**src/design/iqoh_pkg.sv**
```systemverilog
package iqoh_pkg;

    // ------------------------------------------------------------------
    // register map (byte addresses on the APB side)
    // ------------------------------------------------------------------
    localparam int          APB_AW      = 8;
    localparam logic [7:0]  OFS_CMD     = 8'h00;
    localparam logic [7:0]  OFS_STATUS  = 8'h04;
    localparam logic [7:0]  OFS_REPLY   = 8'h08;
    localparam logic [7:0]  OFS_ERRCLR  = 8'h0C;

    localparam int ST_BUSY_BIT     = 0;
    localparam int ST_ERR_BIT      = 1;
    localparam int ST_FMT_BIT      = 2;
    localparam int ST_OUT_BIT      = 3;
    localparam int ST_PEND_BIT     = 4;
    localparam int ST_CNT_LSB      = 8;
    localparam int REPLY_VALID_BIT = 8;
    localparam int ERRCLR_BIT      = 0;
    localparam int CMD_W           = 24;

    // ------------------------------------------------------------------
    // commands, reply kinds, states
    // ------------------------------------------------------------------
    typedef enum logic [2:0] {
        OP_ENC     = 3'b000,
        OP_FMT     = 3'b001,
        OP_HIGH    = 3'b010,
        OP_LOW     = 3'b011,
        OP_PATTERN = 3'b100,
        OP_BUFSET  = 3'b101
    } iqoh_op_t;

    typedef struct packed {
        logic [7:0] param;
        logic [6:0] rsvHi;
        logic       hasParam;
        logic [4:0] rsvLo;
        logic [2:0] op;
    } iqoh_cmd_t;

    typedef enum logic [1:0] {
        K_ENC = 2'b00,
        K_FMT = 2'b01,
        K_PAT = 2'b10
    } iqoh_kind_t;

    typedef enum logic [2:0] {
        S_IDLE = 3'b000,
        S_NAME = 3'b001,
        S_CONV = 3'b010,
        S_BODY = 3'b011,
        S_END  = 3'b100
    } iqoh_state_t;

    // ------------------------------------------------------------------
    // characters and sizes
    // ------------------------------------------------------------------
    localparam logic [7:0] CH_H     = 8'h48;
    localparam logic [7:0] CH_D     = 8'h44;
    localparam logic [7:0] CH_L     = 8'h4C;
    localparam logic [7:0] CH_EQ    = 8'h3D;
    localparam logic [7:0] CH_MINUS = 8'h2D;
    localparam logic [7:0] CH_ZERO  = 8'h30;
    localparam logic [7:0] CH_ONE   = 8'h31;
    localparam logic [7:0] CH_ALPHA = 8'h37;
    localparam logic [7:0] CH_CR    = 8'h0D;
    localparam logic [15:0] TAG_ENC = 16'h4945;
    localparam logic [15:0] TAG_FMT = 16'h4946;
    localparam logic [15:0] TAG_PAT = 16'h494F;

    localparam logic [7:0] OUT_NUM   = 8'h01;
    localparam logic [7:0] PAT_MAX   = 8'h01;
    localparam logic       LVL_OPEN  = 1'b1;
    localparam logic       FMT_HEX   = 1'b0;

    localparam int         MEM_AW    = 4;
    localparam int         CNT_W     = 5;
    localparam int         DEC_DIG   = 10;
    localparam int         BCD_W     = 40;
    localparam logic [3:0] NAME_LAST = 4'h2;
    localparam logic [3:0] HEX_LAST  = 4'h7;
    localparam logic [3:0] PAT_LAST  = 4'h7;
    localparam logic [3:0] DEC_LAST  = 4'hA;
    localparam logic [5:0] CONV_LAST = 6'h1F;

    function automatic logic [7:0] nibToChar(input logic [3:0] n);
        return (n < 4'hA) ? (CH_ZERO + {4'h0, n}) : (CH_ALPHA + {4'h0, n});
    endfunction

endpackage

```
**src/design/iqoh_reply_mem.sv**
```systemverilog
`timescale 1ns/1ps
module iqoh_reply_mem
(
    input  wire logic                      core_clk,
    input  wire logic                      rst_b,
    input  wire logic                      we,
    input  wire logic [iqoh_pkg::MEM_AW-1:0] waddr,
    input  wire logic [7:0]                wdata,
    input  wire logic [iqoh_pkg::MEM_AW-1:0] raddr,
    output logic      [7:0]                rdata
);
    import iqoh_pkg::*;
    logic [7:0] mem [0:(1<<MEM_AW)-1];

    always_ff @(posedge core_clk) begin
        if (we) begin
            mem[waddr] <= wdata;
        end
    end

    // write-first bypass: a character pushed into an empty reply is readable next cycle
    always_ff @(posedge core_clk or negedge rst_b) begin
        if (!rst_b) begin
            rdata <= 8'h00;
        end else if (we && (waddr == raddr)) begin
            rdata <= wdata;
        end else begin
            rdata <= mem[raddr];
        end
    end
endmodule

```
**src/design/iqoh_bin2dec.sv**
```systemverilog
`timescale 1ns/1ps
module iqoh_bin2dec
(
    input  wire logic                      core_clk,
    input  wire logic                      rst_b,
    input  wire logic                      start,
    input  wire logic [31:0]               magnitude,
    output logic                           done,
    output logic      [iqoh_pkg::BCD_W-1:0] bcd
);
    import iqoh_pkg::*;
    logic [31:0]      shift_r, shift_nxt;
    logic [BCD_W-1:0] bcd_r, bcd_nxt, adj;
    logic [5:0]       step_r, step_nxt;
    logic             busy_r, busy_nxt, done_r, done_nxt;

    // shift-and-add-3: one bit per cycle, 32 shift cycles, so a decimal reply waits 33 cycles in S_CONV
    genvar d;
    generate
        for (d = 0; d < DEC_DIG; d++) begin : g_adj
            assign adj[d*4 +: 4] = (bcd_r[d*4 +: 4] > 4'h4) ? bcd_r[d*4 +: 4] + 4'h3
                                                            : bcd_r[d*4 +: 4];
        end
    endgenerate

    always_comb begin
        shift_nxt = shift_r;
        bcd_nxt   = bcd_r;
        step_nxt  = step_r;
        busy_nxt  = busy_r;
        done_nxt  = 1'b0;
        if (start) begin
            shift_nxt = magnitude;
            bcd_nxt   = '0;
            step_nxt  = '0;
            busy_nxt  = 1'b1;
        end else if (busy_r) begin
            {bcd_nxt, shift_nxt} = {adj[BCD_W-2:0], shift_r, 1'b0};
            step_nxt = step_r + 6'h01;
            if (step_r == CONV_LAST) begin
                busy_nxt = 1'b0;
                done_nxt = 1'b1;
            end
        end
    end

    always_ff @(posedge core_clk or negedge rst_b) begin
        if (!rst_b) begin
            shift_r <= '0;
            bcd_r   <= '0;
            step_r  <= '0;
            busy_r  <= 1'b0;
            done_r  <= 1'b0;
        end else begin
            shift_r <= shift_nxt;
            bcd_r   <= bcd_nxt;
            step_r  <= step_nxt;
            busy_r  <= busy_nxt;
            done_r  <= done_nxt;
        end
    end

    assign done = done_r;
    assign bcd  = bcd_r;
endmodule

```
**src/design/iqoh_handler.sv**
```systemverilog
// Added by the designer: the register addresses and the APB interface to the registers.
`timescale 1ns/1ps
// Operation
// - encoder query replies present count, eight hex
// - negative hex counts sent as two's complement
// - decimal format sends signed count, minus sign
// - format only affects readout replies, not outputs
// - hexadecimal is the default reply format
// - immediate commands act at once, ignoring buffer
// - format letter H/D sets; bare reads letter
// - output 1 high-now opens output, no reply
// - output 1 low-now closes output, no reply
// - buffered set-output waits for buffered motion
// - bare pattern returns 8-bit string, bit0 output
// - pattern parameter sets output; only 0, 1
// - zero closes the output, one opens it
// - pattern readback only ever 0 or 1
// - energized reads low, de-energized reads high
// - L means low, H means high
// - position readback is 32 bits, 8 hex
module iqoh_handler
(
    input  wire logic                        core_clk,
    input  wire logic                        rst_b,
    input  wire logic                        psel,
    input  wire logic                        penable,
    input  wire logic                        pwrite,
    input  wire logic [iqoh_pkg::APB_AW-1:0] paddr,
    input  wire logic [31:0]                 pwdata,
    output logic      [31:0]                 prdata,
    output logic                             pready,
    output logic                             pslverr,
    input  wire logic [31:0]                 encCount,
    input  wire logic                        bufBusy,
    output logic                             outLevel
);
    import iqoh_pkg::*;
    // ------------------------------------------------------------------
    // state
    // ------------------------------------------------------------------
    iqoh_state_t          state_r, state_nxt;
    iqoh_kind_t           kind_r, kind_nxt;
    logic [3:0]           idx_r, idx_nxt;
    logic [31:0]          value_r, value_nxt;
    logic [BCD_W-1:0]     dig_r, dig_nxt;
    logic                 neg_r, neg_nxt;
    logic                 decMode_r, decMode_nxt;
    logic                 started_r, started_nxt;
    logic                 fmtDec_r, fmtDec_nxt;
    logic                 outLevel_r, outLevel_nxt;
    logic                 soPending_r, soPending_nxt;
    logic                 soLevel_r, soLevel_nxt;
    logic                 err_r, err_nxt;
    logic [MEM_AW-1:0]    wrPtr_r, wrPtr_nxt;
    logic [MEM_AW-1:0]    rdPtr_r, rdPtr_nxt;
    logic [CNT_W-1:0]     cnt_r, cnt_nxt;
    logic [31:0]          prdata_r, prdata_nxt;

    logic                 apbSetup, apbAccess, wrCmd, rdPop, errClr, errSet, mapped;
    logic                 memWe, convStart, convDone;
    logic [7:0]           memWdata, memRdata;
    logic [BCD_W-1:0]     convBcd;
    logic [31:0]          magnitude;
    logic [15:0]          tag;
    iqoh_cmd_t            cmd;

    function automatic logic isAddr(input logic [APB_AW-1:0] a, input logic [7:0] ofs);
        return a == ofs;
    endfunction

    // ------------------------------------------------------------------
    // submodules
    // ------------------------------------------------------------------
    assign magnitude = value_r[31] ? (32'h0 - value_r) : value_r;

    iqoh_bin2dec u_conv (
        .core_clk  (core_clk),
        .rst_b     (rst_b),
        .start     (convStart),
        .magnitude (magnitude),
        .done      (convDone),
        .bcd       (convBcd)
    );

    iqoh_reply_mem u_mem (
        .core_clk (core_clk),
        .rst_b    (rst_b),
        .we       (memWe),
        .waddr    (wrPtr_r),
        .wdata    (memWdata),
        .raddr    (rdPtr_nxt),
        .rdata    (memRdata)
    );

    // ------------------------------------------------------------------
    // APB decode: zero-wait slave, read data captured in the setup cycle
    // ------------------------------------------------------------------
    assign apbSetup  = psel & ~penable;
    assign apbAccess = psel & penable;
    assign mapped    = isAddr(paddr, OFS_CMD) | isAddr(paddr, OFS_STATUS) |
                       isAddr(paddr, OFS_REPLY) | isAddr(paddr, OFS_ERRCLR);
    assign pready    = 1'b1;
    assign pslverr   = apbAccess & ~mapped;
    assign wrCmd     = apbAccess & pwrite & isAddr(paddr, OFS_CMD);
    assign errClr    = apbAccess & pwrite & isAddr(paddr, OFS_ERRCLR) & pwdata[ERRCLR_BIT];
    assign rdPop     = apbAccess & ~pwrite & isAddr(paddr, OFS_REPLY) & (cnt_r != '0);
    assign cmd       = iqoh_cmd_t'(pwdata[CMD_W-1:0]);
    assign prdata    = prdata_r;
    assign outLevel  = outLevel_r;

    always_comb begin
        prdata_nxt = prdata_r;
        if (apbSetup && !pwrite) begin
            prdata_nxt = 32'h0;
            if (isAddr(paddr, OFS_STATUS)) begin
                prdata_nxt[ST_BUSY_BIT]               = (state_r != S_IDLE);
                prdata_nxt[ST_ERR_BIT]                = err_r;
                prdata_nxt[ST_FMT_BIT]                = fmtDec_r;
                prdata_nxt[ST_OUT_BIT]                = outLevel_r;
                prdata_nxt[ST_PEND_BIT]               = soPending_r;
                prdata_nxt[ST_CNT_LSB +: CNT_W]       = cnt_r;
            end else if (isAddr(paddr, OFS_REPLY)) begin
                prdata_nxt[REPLY_VALID_BIT]           = (cnt_r != '0);
                prdata_nxt[7:0]                       = (cnt_r != '0) ? memRdata : 8'h00;
            end
        end
    end

    // ------------------------------------------------------------------
    // command execution and reply builder
    // ------------------------------------------------------------------
    always_comb begin
        state_nxt     = state_r;
        kind_nxt      = kind_r;
        idx_nxt       = idx_r;
        value_nxt     = value_r;
        dig_nxt       = dig_r;
        neg_nxt       = neg_r;
        decMode_nxt   = decMode_r;
        started_nxt   = started_r;
        fmtDec_nxt    = fmtDec_r;
        outLevel_nxt  = outLevel_r;
        soPending_nxt = soPending_r;
        soLevel_nxt   = soLevel_r;
        wrPtr_nxt     = wrPtr_r;
        rdPtr_nxt     = rdPtr_r;
        cnt_nxt       = cnt_r;
        errSet        = 1'b0;
        memWe         = 1'b0;
        memWdata      = CH_CR;
        convStart     = 1'b0;
        tag           = TAG_ENC;

        // a queued set-output lands only when the motion engine is idle
        if (soPending_r && !bufBusy) begin
            outLevel_nxt  = soLevel_r;
            soPending_nxt = 1'b0;
        end

        case (kind_r)
            K_FMT:   tag = TAG_FMT;
            K_PAT:   tag = TAG_PAT;
            default: tag = TAG_ENC;
        endcase

        case (state_r)
            S_NAME: begin
                memWe    = 1'b1;
                memWdata = (idx_r == 4'h0) ? tag[15:8] : (idx_r == 4'h1) ? tag[7:0] : CH_EQ;
                idx_nxt  = idx_r + 4'h1;
                if (idx_r == NAME_LAST) begin
                    idx_nxt     = 4'h0;
                    started_nxt = 1'b0;
                    decMode_nxt = (kind_r == K_ENC) & fmtDec_r;
                    if ((kind_r == K_ENC) && fmtDec_r) begin
                        convStart = 1'b1;
                        state_nxt = S_CONV;
                    end else begin
                        state_nxt = S_BODY;
                    end
                end
            end
            S_CONV: begin
                if (convDone) begin
                    dig_nxt   = convBcd;
                    state_nxt = S_BODY;
                end
            end
            S_BODY: begin
                idx_nxt = idx_r + 4'h1;
                if (kind_r == K_FMT) begin
                    memWe     = 1'b1;
                    memWdata  = fmtDec_r ? CH_D : CH_H;
                    state_nxt = S_END;
                end else if (kind_r == K_PAT) begin
                    memWe    = 1'b1;
                    // only output 1 exists, upper seven positions always read zero
                    memWdata = ((idx_r == PAT_LAST) && outLevel_r) ? CH_ONE : CH_ZERO;
                    if (idx_r == PAT_LAST) begin
                        state_nxt = S_END;
                    end
                end else if (!decMode_r) begin
                    memWe     = 1'b1;
                    memWdata  = nibToChar(value_r[31:28]);
                    value_nxt = {value_r[27:0], 4'h0};
                    if (idx_r == HEX_LAST) begin
                        state_nxt = S_END;
                    end
                end else if (idx_r == 4'h0) begin
                    memWe    = neg_r;
                    memWdata = CH_MINUS;
                end else begin
                    // leading zeros dropped, the units digit always sent
                    memWe    = started_r | (dig_r[BCD_W-1 -: 4] != 4'h0) | (idx_r == DEC_LAST);
                    memWdata = nibToChar(dig_r[BCD_W-1 -: 4]);
                    started_nxt = memWe;
                    dig_nxt  = {dig_r[BCD_W-5:0], 4'h0};
                    if (idx_r == DEC_LAST) begin
                        state_nxt = S_END;
                    end
                end
            end
            S_END: begin
                memWe     = 1'b1;
                memWdata  = CH_CR;
                state_nxt = S_IDLE;
            end
            S_IDLE: begin
            end
            default: state_nxt = S_IDLE;
        endcase

        if (memWe) begin
            wrPtr_nxt = wrPtr_r + {{(MEM_AW-1){1'b0}}, 1'b1};
        end
        if (rdPop) begin
            rdPtr_nxt = rdPtr_r + {{(MEM_AW-1){1'b0}}, 1'b1};
        end
        cnt_nxt = cnt_r + {{(CNT_W-1){1'b0}}, memWe} - {{(CNT_W-1){1'b0}}, rdPop};

        // commands are taken on the access edge of a write to the command word
        if (wrCmd) begin
            case (cmd.op)
                OP_FMT: begin
                    if (cmd.hasParam && cmd.param == CH_H) begin
                        fmtDec_nxt = 1'b0;
                    end else if (cmd.hasParam && cmd.param == CH_D) begin
                        fmtDec_nxt = 1'b1;
                    end else if (cmd.hasParam) begin
                        errSet = 1'b1;
                    end
                end
                OP_HIGH: begin
                    if (cmd.hasParam && cmd.param == OUT_NUM) begin
                        outLevel_nxt = LVL_OPEN;
                    end else begin
                        errSet = 1'b1;
                    end
                end
                OP_LOW: begin
                    if (cmd.hasParam && cmd.param == OUT_NUM) begin
                        outLevel_nxt = ~LVL_OPEN;
                    end else begin
                        errSet = 1'b1;
                    end
                end
                OP_PATTERN: begin
                    if (cmd.hasParam && cmd.param <= PAT_MAX) begin
                        outLevel_nxt = cmd.param[0];
                    end else if (cmd.hasParam) begin
                        errSet = 1'b1;
                    end
                end
                OP_BUFSET: begin
                    if (cmd.hasParam && (cmd.param == CH_H || cmd.param == CH_L)) begin
                        soPending_nxt = 1'b1;
                        soLevel_nxt   = (cmd.param == CH_H);
                    end else begin
                        errSet = 1'b1;
                    end
                end
                OP_ENC: begin
                end
                default: errSet = 1'b1;
            endcase

            // readouts issued while idle start a fresh reply (otherwise an error); the previous unread one is discarded
            if (cmd.op == OP_ENC || (!cmd.hasParam && (cmd.op == OP_FMT ||
                                     cmd.op == OP_PATTERN))) begin
                if (state_r != S_IDLE) begin
                    errSet = 1'b1;
                end else begin
                    state_nxt = S_NAME;
                    idx_nxt   = 4'h0;
                    kind_nxt  = (cmd.op == OP_ENC) ? K_ENC :
                                (cmd.op == OP_FMT) ? K_FMT : K_PAT;
                    value_nxt = encCount;
                    neg_nxt   = encCount[31];
                    wrPtr_nxt = '0;
                    rdPtr_nxt = '0;
                    cnt_nxt   = '0;
                end
            end
        end

        // a new error wins over a clear in the same cycle
        err_nxt = (err_r & ~errClr) | errSet;
    end

    always_ff @(posedge core_clk or negedge rst_b) begin
        if (!rst_b) begin
            state_r     <= S_IDLE;
            kind_r      <= K_ENC;
            idx_r       <= 4'h0;
            value_r     <= 32'h0;
            dig_r       <= '0;
            neg_r       <= 1'b0;
            decMode_r   <= 1'b0;
            started_r   <= 1'b0;
            fmtDec_r    <= FMT_HEX;
            outLevel_r  <= LVL_OPEN;
            soPending_r <= 1'b0;
            soLevel_r   <= LVL_OPEN;
            err_r       <= 1'b0;
            wrPtr_r     <= '0;
            rdPtr_r     <= '0;
            cnt_r       <= '0;
            prdata_r    <= 32'h0;
        end else begin
            state_r     <= state_nxt;
            kind_r      <= kind_nxt;
            idx_r       <= idx_nxt;
            value_r     <= value_nxt;
            dig_r       <= dig_nxt;
            neg_r       <= neg_nxt;
            decMode_r   <= decMode_nxt;
            started_r   <= started_nxt;
            fmtDec_r    <= fmtDec_nxt;
            outLevel_r  <= outLevel_nxt;
            soPending_r <= soPending_nxt;
            soLevel_r   <= soLevel_nxt;
            err_r       <= err_nxt;
            wrPtr_r     <= wrPtr_nxt;
            rdPtr_r     <= rdPtr_nxt;
            cnt_r       <= cnt_nxt;
            prdata_r    <= prdata_nxt;
        end
    end
endmodule

```
**config.mk**
```make
export PLATFORM = sky130hd
export DESIGN_NAME = iqoh_handler
export DESIGN_NICKNAME = d
export VERILOG_FILES = /design/src/design/iqoh_pkg.sv /design/src/design/iqoh_reply_mem.sv /design/src/design/iqoh_bin2dec.sv /design/src/design/iqoh_handler.sv
export SDC_FILE = /design/constraint.sdc
export NUM_CORES = 1
export LEC_CHECK = 0
export BUFFER_PORTS_ARGS = -buffer_cell sky130_fd_sc_hd__buf_2
export CAP_MARGIN = 10
export CELL_PAD_IN_SITES_DETAIL_PLACEMENT = 0
export CELL_PAD_IN_SITES_GLOBAL_PLACEMENT = 1
export CORE_UTILIZATION = 49
export CTS_BUF_LIST = sky130_fd_sc_hd__clkbuf_4
export CTS_CLUSTER_SIZE = 12
export DETAILED_ROUTE_END_ITERATION = 8
export PLACE_DENSITY_LB_ADDON = 0.1
export SLEW_MARGIN = 15
export SYNTH_ARGS = -nofsm -noshare
export SYNTH_HDL_FRONTEND = slang
export SYNTH_SLANG_ARGS = --single-unit
```
**constraint.sdc**
```tcl
create_clock -name core_clk -period 4.2 [get_ports core_clk]
set_clock_uncertainty 0.15 [all_clocks]
set_input_delay 0 -clock core_clk [delete_from_list [all_inputs] [get_ports core_clk]]
set_output_delay 0 -clock core_clk [all_outputs]
set_load 0.05 [all_outputs]
```
---- Word level (Yosys, flattened, before mapping) ----
Memories as Yosys holds them, arrays and structs flattened. A register that Yosys moved wholly into a read port is not among the register bits.
Index checks and enable logic that the tools add are counted.
operators by class
  bitwise gates (word level) .............. 23
  reduce and logical (&&, ||, !) cells .... 37
  mux-type cells .......................... 123
  eq/ne operators ......................... 29
  order comparisons ....................... 13
  add/sub/neg operators ................... 21
operator list
  kind                                                                   number
  32-bit 2-to-1 mux                                                      10
  40-bit 2-to-1 mux                                                      7
  4-bit 2-to-1 mux                                                       23
  40-bit case mux with 2 select lines                                    1
  1-bit 2-to-1 mux                                                       43
  7-bit 2-to-1 mux                                                       6
  4-bit by 3-bit > comparator with 1-bit output, second input constant   10
  3-bit 2-to-1 mux                                                       13
  4-bit by 2-bit adder with 4-bit output, second input constant          9
  1-bit by 32-bit subtractor with 32-bit output, first input constant    1
  6-bit by 4-bit adder with 7-bit output, first input constant           4
  8-bit by 7-bit equality test with 1-bit output, second input constant  3
  8-bit 2-to-1 mux                                                       3
  5-bit 2-to-1 mux                                                       4
  8-bit by 4-bit equality test with 1-bit output, second input constant  2
  4-bit case mux with 2 select lines                                     2
  8-bit case mux with 2 select lines                                     1
  4-bit by 1-bit adder with 4-bit output, second input constant          3
  1-bit bitwise AND                                                      12
  3-bit by 2-bit equality test with 1-bit output, second input constant  4
  6-bit 2-to-1 mux                                                       2
  3-bit case mux with 4 select lines                                     1
  6-bit AND reduction                                                    2
  1-bit logical AND                                                      10
  39 further kinds                                                       70
word-level totals
  memories ................................ 1
  register bits ........................... 195
  RAM bits ................................ 128
  word-level logic and storage cells ...... 269
memory list
  memory     words  width  rd ports  clocked after Yosys merged registers in  wr ports  RTL line              RTL
  u_mem.mem  16     8      1         1                                        1         iqoh_reply_mem.sv:13  logic [7:0] mem [0:(1<<MEM_AW)-1];

---- Longest topological paths before layout ----
  word-level depth ........................ 13
  mapped depth ............................ 18
  gate-level depth less buffers ........... 17

---- Modules after synthesis ----
A second synthesis with hierarchy kept.
second synthesis, totals
  cells, all modules ...................... 1395
  area, all modules ....................... 16998.8 um^2
by module, submodules not included
  module          cells each  area each (um^2)  instances
  iqoh_handler    705         7338.3            1
  iqoh_reply_mem  242         5440.2            1
  iqoh_bin2dec    448         4220.3            1

---- Worst setup path before layout ----
No wires, ideal clock.
  path kind ............................... register -> register
  start ................................... register state_r[0]
  end ..................................... register cnt_r[4]
  period minus slack after synthesis ...... 3.294 ns
  setup slack ............................. 0.906 ns
  setup time .............................. 0.078 ns
  stages on the path, launching flop included .. 19
  data arrival time ....................... 3.065 ns
  path buffers ............................ 2
  cells stage by stage .................... dfrtp_1 clkbuf_1 nor2b_1 clkbuf_1 nand2_1 a21oi_1 a21oi_1 o21ai_1 inv_1 ha_1 inv_1 ha_1 inv_1 fa_1 inv_1 a21oi_1 nor2_1 or3_1 a21oi_1
between the ends
  word-level cells in the longest chain between the ends .. 8
  elaborated cells between the ends (all ways) .. 11
ends and longest elaborated chain
  item                                                                                          RTL line             RTL
  start, declared                                                                               iqoh_handler.sv:41   iqoh_state_t state_r, state_nxt;
  start signal, assigned                                                                        iqoh_handler.sv:330  state_r <= state_nxt;
  3-bit by 1-bit equality test with 1-bit output / 3-bit equality test (equally long branches)  iqoh_handler.sv:166  case (state_r)
  2-bit OR reduction (no line)                                                                  --
  1-bit case mux with 2 select lines                                                            iqoh_handler.sv:166
  5-bit by 1-bit adder with 5-bit output                                                        iqoh_handler.sv:239  cnt_nxt = cnt_r + {{(CNT_W-1){1'b0}}, memWe} - {{(CNT_W-1){1'b0}}, rdPop};
  5-bit by 1-bit subtractor with 5-bit output                                                   iqoh_handler.sv:239
  5-bit 2-to-1 mux                                                                              iqoh_handler.sv:290  if (state_r != S_IDLE) begin
  5-bit 2-to-1 mux                                                                              iqoh_handler.sv:288  if (cmd.op == OP_ENC || (!cmd.hasParam && (cmd.op == OP_FMT ||
  5-bit 2-to-1 mux (*)                                                                          iqoh_handler.sv:242  if (wrCmd) begin
  net cnt_nxt[4]                                                                                iqoh_handler.sv:56   logic [CNT_W-1:0] cnt_r, cnt_nxt;
  end signal, assigned                                                                          iqoh_handler.sv:345  cnt_r <= cnt_nxt;
  end, declared                                                                                 iqoh_handler.sv:56
Mark *: on every way through the listed nets, which the timed path passes. The rest lies on a longest branch.
A chain may end at the register's enable or synchronous reset.

---- Worst setup path after layout ----
  start ................................... input port paddr[4] (netlist name)
  end ..................................... register u_mem.rdata[0], read port of u_mem.mem
between the ends
  word-level cells in the longest chain between the ends .. 7
  elaborated cells between the ends (all ways) .. 9
ends and longest elaborated chain
  item                                            RTL line              RTL
  start, declared                                 iqoh_handler.sv:28    input wire logic [iqoh_pkg::APB_AW-1:0] paddr,
  8-bit by 4-bit equality test with 1-bit output  iqoh_handler.sv:68    return a == ofs;
  1-bit bitwise AND (2 in series)                 iqoh_handler.sv:106   assign rdPop = apbAccess & ~pwrite & isAddr(paddr, OFS_REPLY) & (cnt_r != '0);
  4-bit 2-to-1 mux                                iqoh_handler.sv:236   if (rdPop) begin
  4-bit 2-to-1 mux                                iqoh_handler.sv:290
  4-bit 2-to-1 mux                                iqoh_handler.sv:288
  4-bit 2-to-1 mux (*)                            iqoh_handler.sv:242
  end, declared                                   iqoh_reply_mem.sv:10  output logic [7:0] rdata
Mark *: on every way between the ends. The rest lies on a longest branch, timed or not.

==> reports/metrics.yaml <==
status:
  status: "finished, final reports clean"
timing:
  fin_tns_setup_ps: 0
  rsz0062_at_grt: "false"
  min_period_ps: 3780
  setup_viol: 0
  tightestPinTransition_ps: 1110
  fin_crit_sh_pct: 89.9
  slew_headroom_pct: 25.4
  worst_slack_ps: 425
  report.final.hold_viol_count: 0
  drv_slew: 0
  fmax_ghz: 0.265
hold_path:
  hold_class: "primary input to flip-flop"
final_layout:
  drive_gt1_share_pct: 15.2
  multi_input_area_mm2: 0.00662
  seq_area_mm2: 0.00840
  area_growth_pct: 19.1
  n_fill_cell: 2802
  final_nets: 1874
synth:
  synth_edf_count: 112
  synthMostInstantiatedCell: "nand2_1"
  synth.top_cells.by_area: "dfrtp_1 32%, edfxtp_1 22%, mux2i_1 6.7%"
  yosys_warnings: 0
  synthFlopType: "dfrtp_1"
  synthArstFlopShare_pct: 64.2
  synth.yosys.seq_area_share_pct: 53.7
  synthCells: 1553
  netlist.area_leader.share_pct: 31.8
  ys_ff_latch: 313
  synth_area_mm2: 0.0156
  synth_commonest_cells: "255 x nand2_1, 199 x dfrtp_1, 126 x o21ai_0"
  yosysUniqueCellTypes: 63
  synth.avg_cell_area_um2: 10.1
  synth_top_area_cell: "dfrtp_1"
drt:
  drc: 0
  avgRoutedWirePerCell_um: 16.8
  drt-initial-drc-count: 838
  dr.pass1.iters: 5
  vias: 12200
  wl_mm: 37.6
  detail-route-antenna-nets: 0
  vias_per_cell: 5.46
setup_path:
  critPathLaunchType: "primary input"
  worstPathCellList: "dlygate4sd3_1, buf_2, or4_4, dlygate4sd3_1, nor4_4, buf_4, nor3b_1, o21ai_1, o22ai_1, a311oi_1, or4_1, mux2_2"
  critical_path_class: "primary input to flip-flop"
  cpMaxStageDelayCell: "o21ai_1"
  required_ps: 4690
  cp_top_family: "buffers and inverters"
  endpoint_kind: "flip-flop"
  cp.arrival_ps: 4270
  cp_max_fo: 15
  crit_path_frequent_cell: "dlygate4sd3_1"
  crit_buf_inv: 4
  slowest_delay_ps: 870
clocking:
  clockBufferDepth: 3
  cts_tree: "built"
  cts_setup_buffers: 0
  clock_latency_ps: 720
  root_buffer: "clkbuf_4"
  h-tree-depth: 3
  cts_sinks: 313
  cts_buffers: 86
  cts_resized: 0
  cts_hold_buf: 103
  path_clk_slew_ps: 70
global_routing:
  grt_start_max_net_pins: 95
  grt_pass1_vias: 12000
  grt_use_total_pct: 23.8
  globalRouteOverflowTotal: 0
  antenna_found_initial: 1
  grt_first_pass_wirelength_mm: 62.6
power:
  switching_share_pct: 28.0
  switching_power_uw: 2130
  p_leak_uw: 0.00789
  powerDensity_mw_per_mm2: 409
  p_int_uw: 5490
  peakVddDrop_mv: 0.241
  clock_power_share_pct: 38.4
  p_comb_share_pct: 15.3
  pwr-share-seq_pct: 46.3
floorplan:
  initial_core_util_pct: 49.7
  die_h_um: 181
  die_x_um: 181
  die_area_mm2: 0.0326
  core_region_area_mm2: 0.0315
  rows: 65
  io_pins: 113
placed_design:
  port_buffers: 71
  place_ws_ps: 534
  hpwl_mm: 23.2
  gp_congestion: 0.828
flow_run:
  drv_cap: 0
[metal layers]
layer,track usage [%],share of wire [%]
met5,0,0
met1,33.2,47
met2,37.8,46
met4,8.03,1.9
met3,4.06,5.0
[stage by stage]
step,utilization (%),cell area [µm²],instances,power [µW],hold slack [ps]
after floorplan,-,15700,1572,4320,-446
after global placement,52.1,16400,1972,4660,5.99
after detailed placement,52.1,16400,1972,4680,9.49
after CTS,59.2,18600,2230,7710,14.2
after global routing,59.2,18600,2232,8030,68.8
final,59.2,18600,2232,7620,80.6
[cells in the final DEF, fill, tap and decap left out, types with 11 or more instances in the layout]
master,netlist,layout
a211oi_1,18,18
a21oi_1,73,73
a221oi_1,19,19
a311oi_1,13,13
a31oi_1,32,32
buf_2,6,70
buf_4,23,34
clkbuf_4,0,130
clkinv_1,0,17
conb_1,2,21
dfrtp_1,199,198
dlygate4sd3_1,0,102
edfxtp_1,112,112
ha_1,34,34
inv_1,54,54
mux2i_1,104,104
nand2_1,255,253
nand2b_1,13,13
nand3_1,31,31
nor2_1,124,122
nor3_1,25,25
o21ai_0,126,124
o22ai_1,18,18
o31ai_1,12,12
or4_1,11,11
xnor2_1,52,52
[logic make-up (layout without fill, tap and decap cells)]
| logic type | after synthesis | after routing | synth area share (%) |
|---|---|---|---|
| AOI/OAI and AO/OA | 337 | 337 | 12.9 |
| xor gates and xnor gates | 63 | 63 | 3.58 |
| adders and majority gates | 36 | 36 | 2.91 |
| buffers and inverters | 165 | 421 | 4.56 |
| DFF | 313 | 313 | 53.7 |
| muxes | 115 | 115 | 7.45 |
| other | 2 | 23 | 0.0480 |
| and+or+nand+nor | 522 | 522 | 14.9 |
[flip-flops by register name, indices dropped and copies added (netlist names), 2 cells and up]
| register | count |
|---|---|
| state_r | 3 |
| u_conv.step_r | 6 |
| u_conv.bcd | 40 |
| dig_r | 40 |
| value_r | 32 |
| kind_r | 2 |
| u_mem.rdata | 7 |
| u_conv.shift_r | 32 |
| rdPtr_r | 4 |
| prdata | 12 |
| idx_r | 4 |
| wrPtr_r | 4 |
| cnt_r | 5 |
| u_mem.mem | 112 |
[layout make-up]
cell class / instances / area share, %
flip-flops and latches: 313 / 45.1
clock inverters: 25 / 1.10
repair buffers: 210 / 9.17
clock buffers: 130 / 5.24
diodes: 2 / 0.0269
multi-input cells: 1094 / 35.5
well taps: 402 / 2.70
inverters: 56 / 1.13
[worst reg2reg max path: stages, from the launching register on]
cell and delay, ps:
dfrtp_1 400, inv_1 90, ha_1 140, nor4b_1 520
nor4_4 130, buf_4 230, nor3b_1 150, o21ai_1 860
o22ai_1 170, a311oi_1 450, or4_1 180, mux2_2 130
[path summary, 6_finish.rpt]
check,startpoint,to,slack [ps],cells past startpoint
setup / recovery,paddr[4],u_mem.rdata[0],420,12
max in group asynchronous,rst_b,dig_r[5],3040,4
setup reg to reg,cnt_r[3],u_mem.rdata[0],520,11
hold reg to reg,prdata[5],prdata[5],310,2
min in group asynchronous,rst_b,u_mem.rdata[1],350,4
hold / removal,pwdata[16],outLevel,80,5
[power by group through the flow]
stage	Sequential (µW)	Combinational, µW	Clock, µW
floorplan	3540	771	0
global placement	3590	1070	0
detailed placement	3590	1090	0
CTS	3530	1160	3010
global route	3550	1300	3180
finish	3530	1160	2930
No activity file was read; power rests on OpenSTA's default activity.
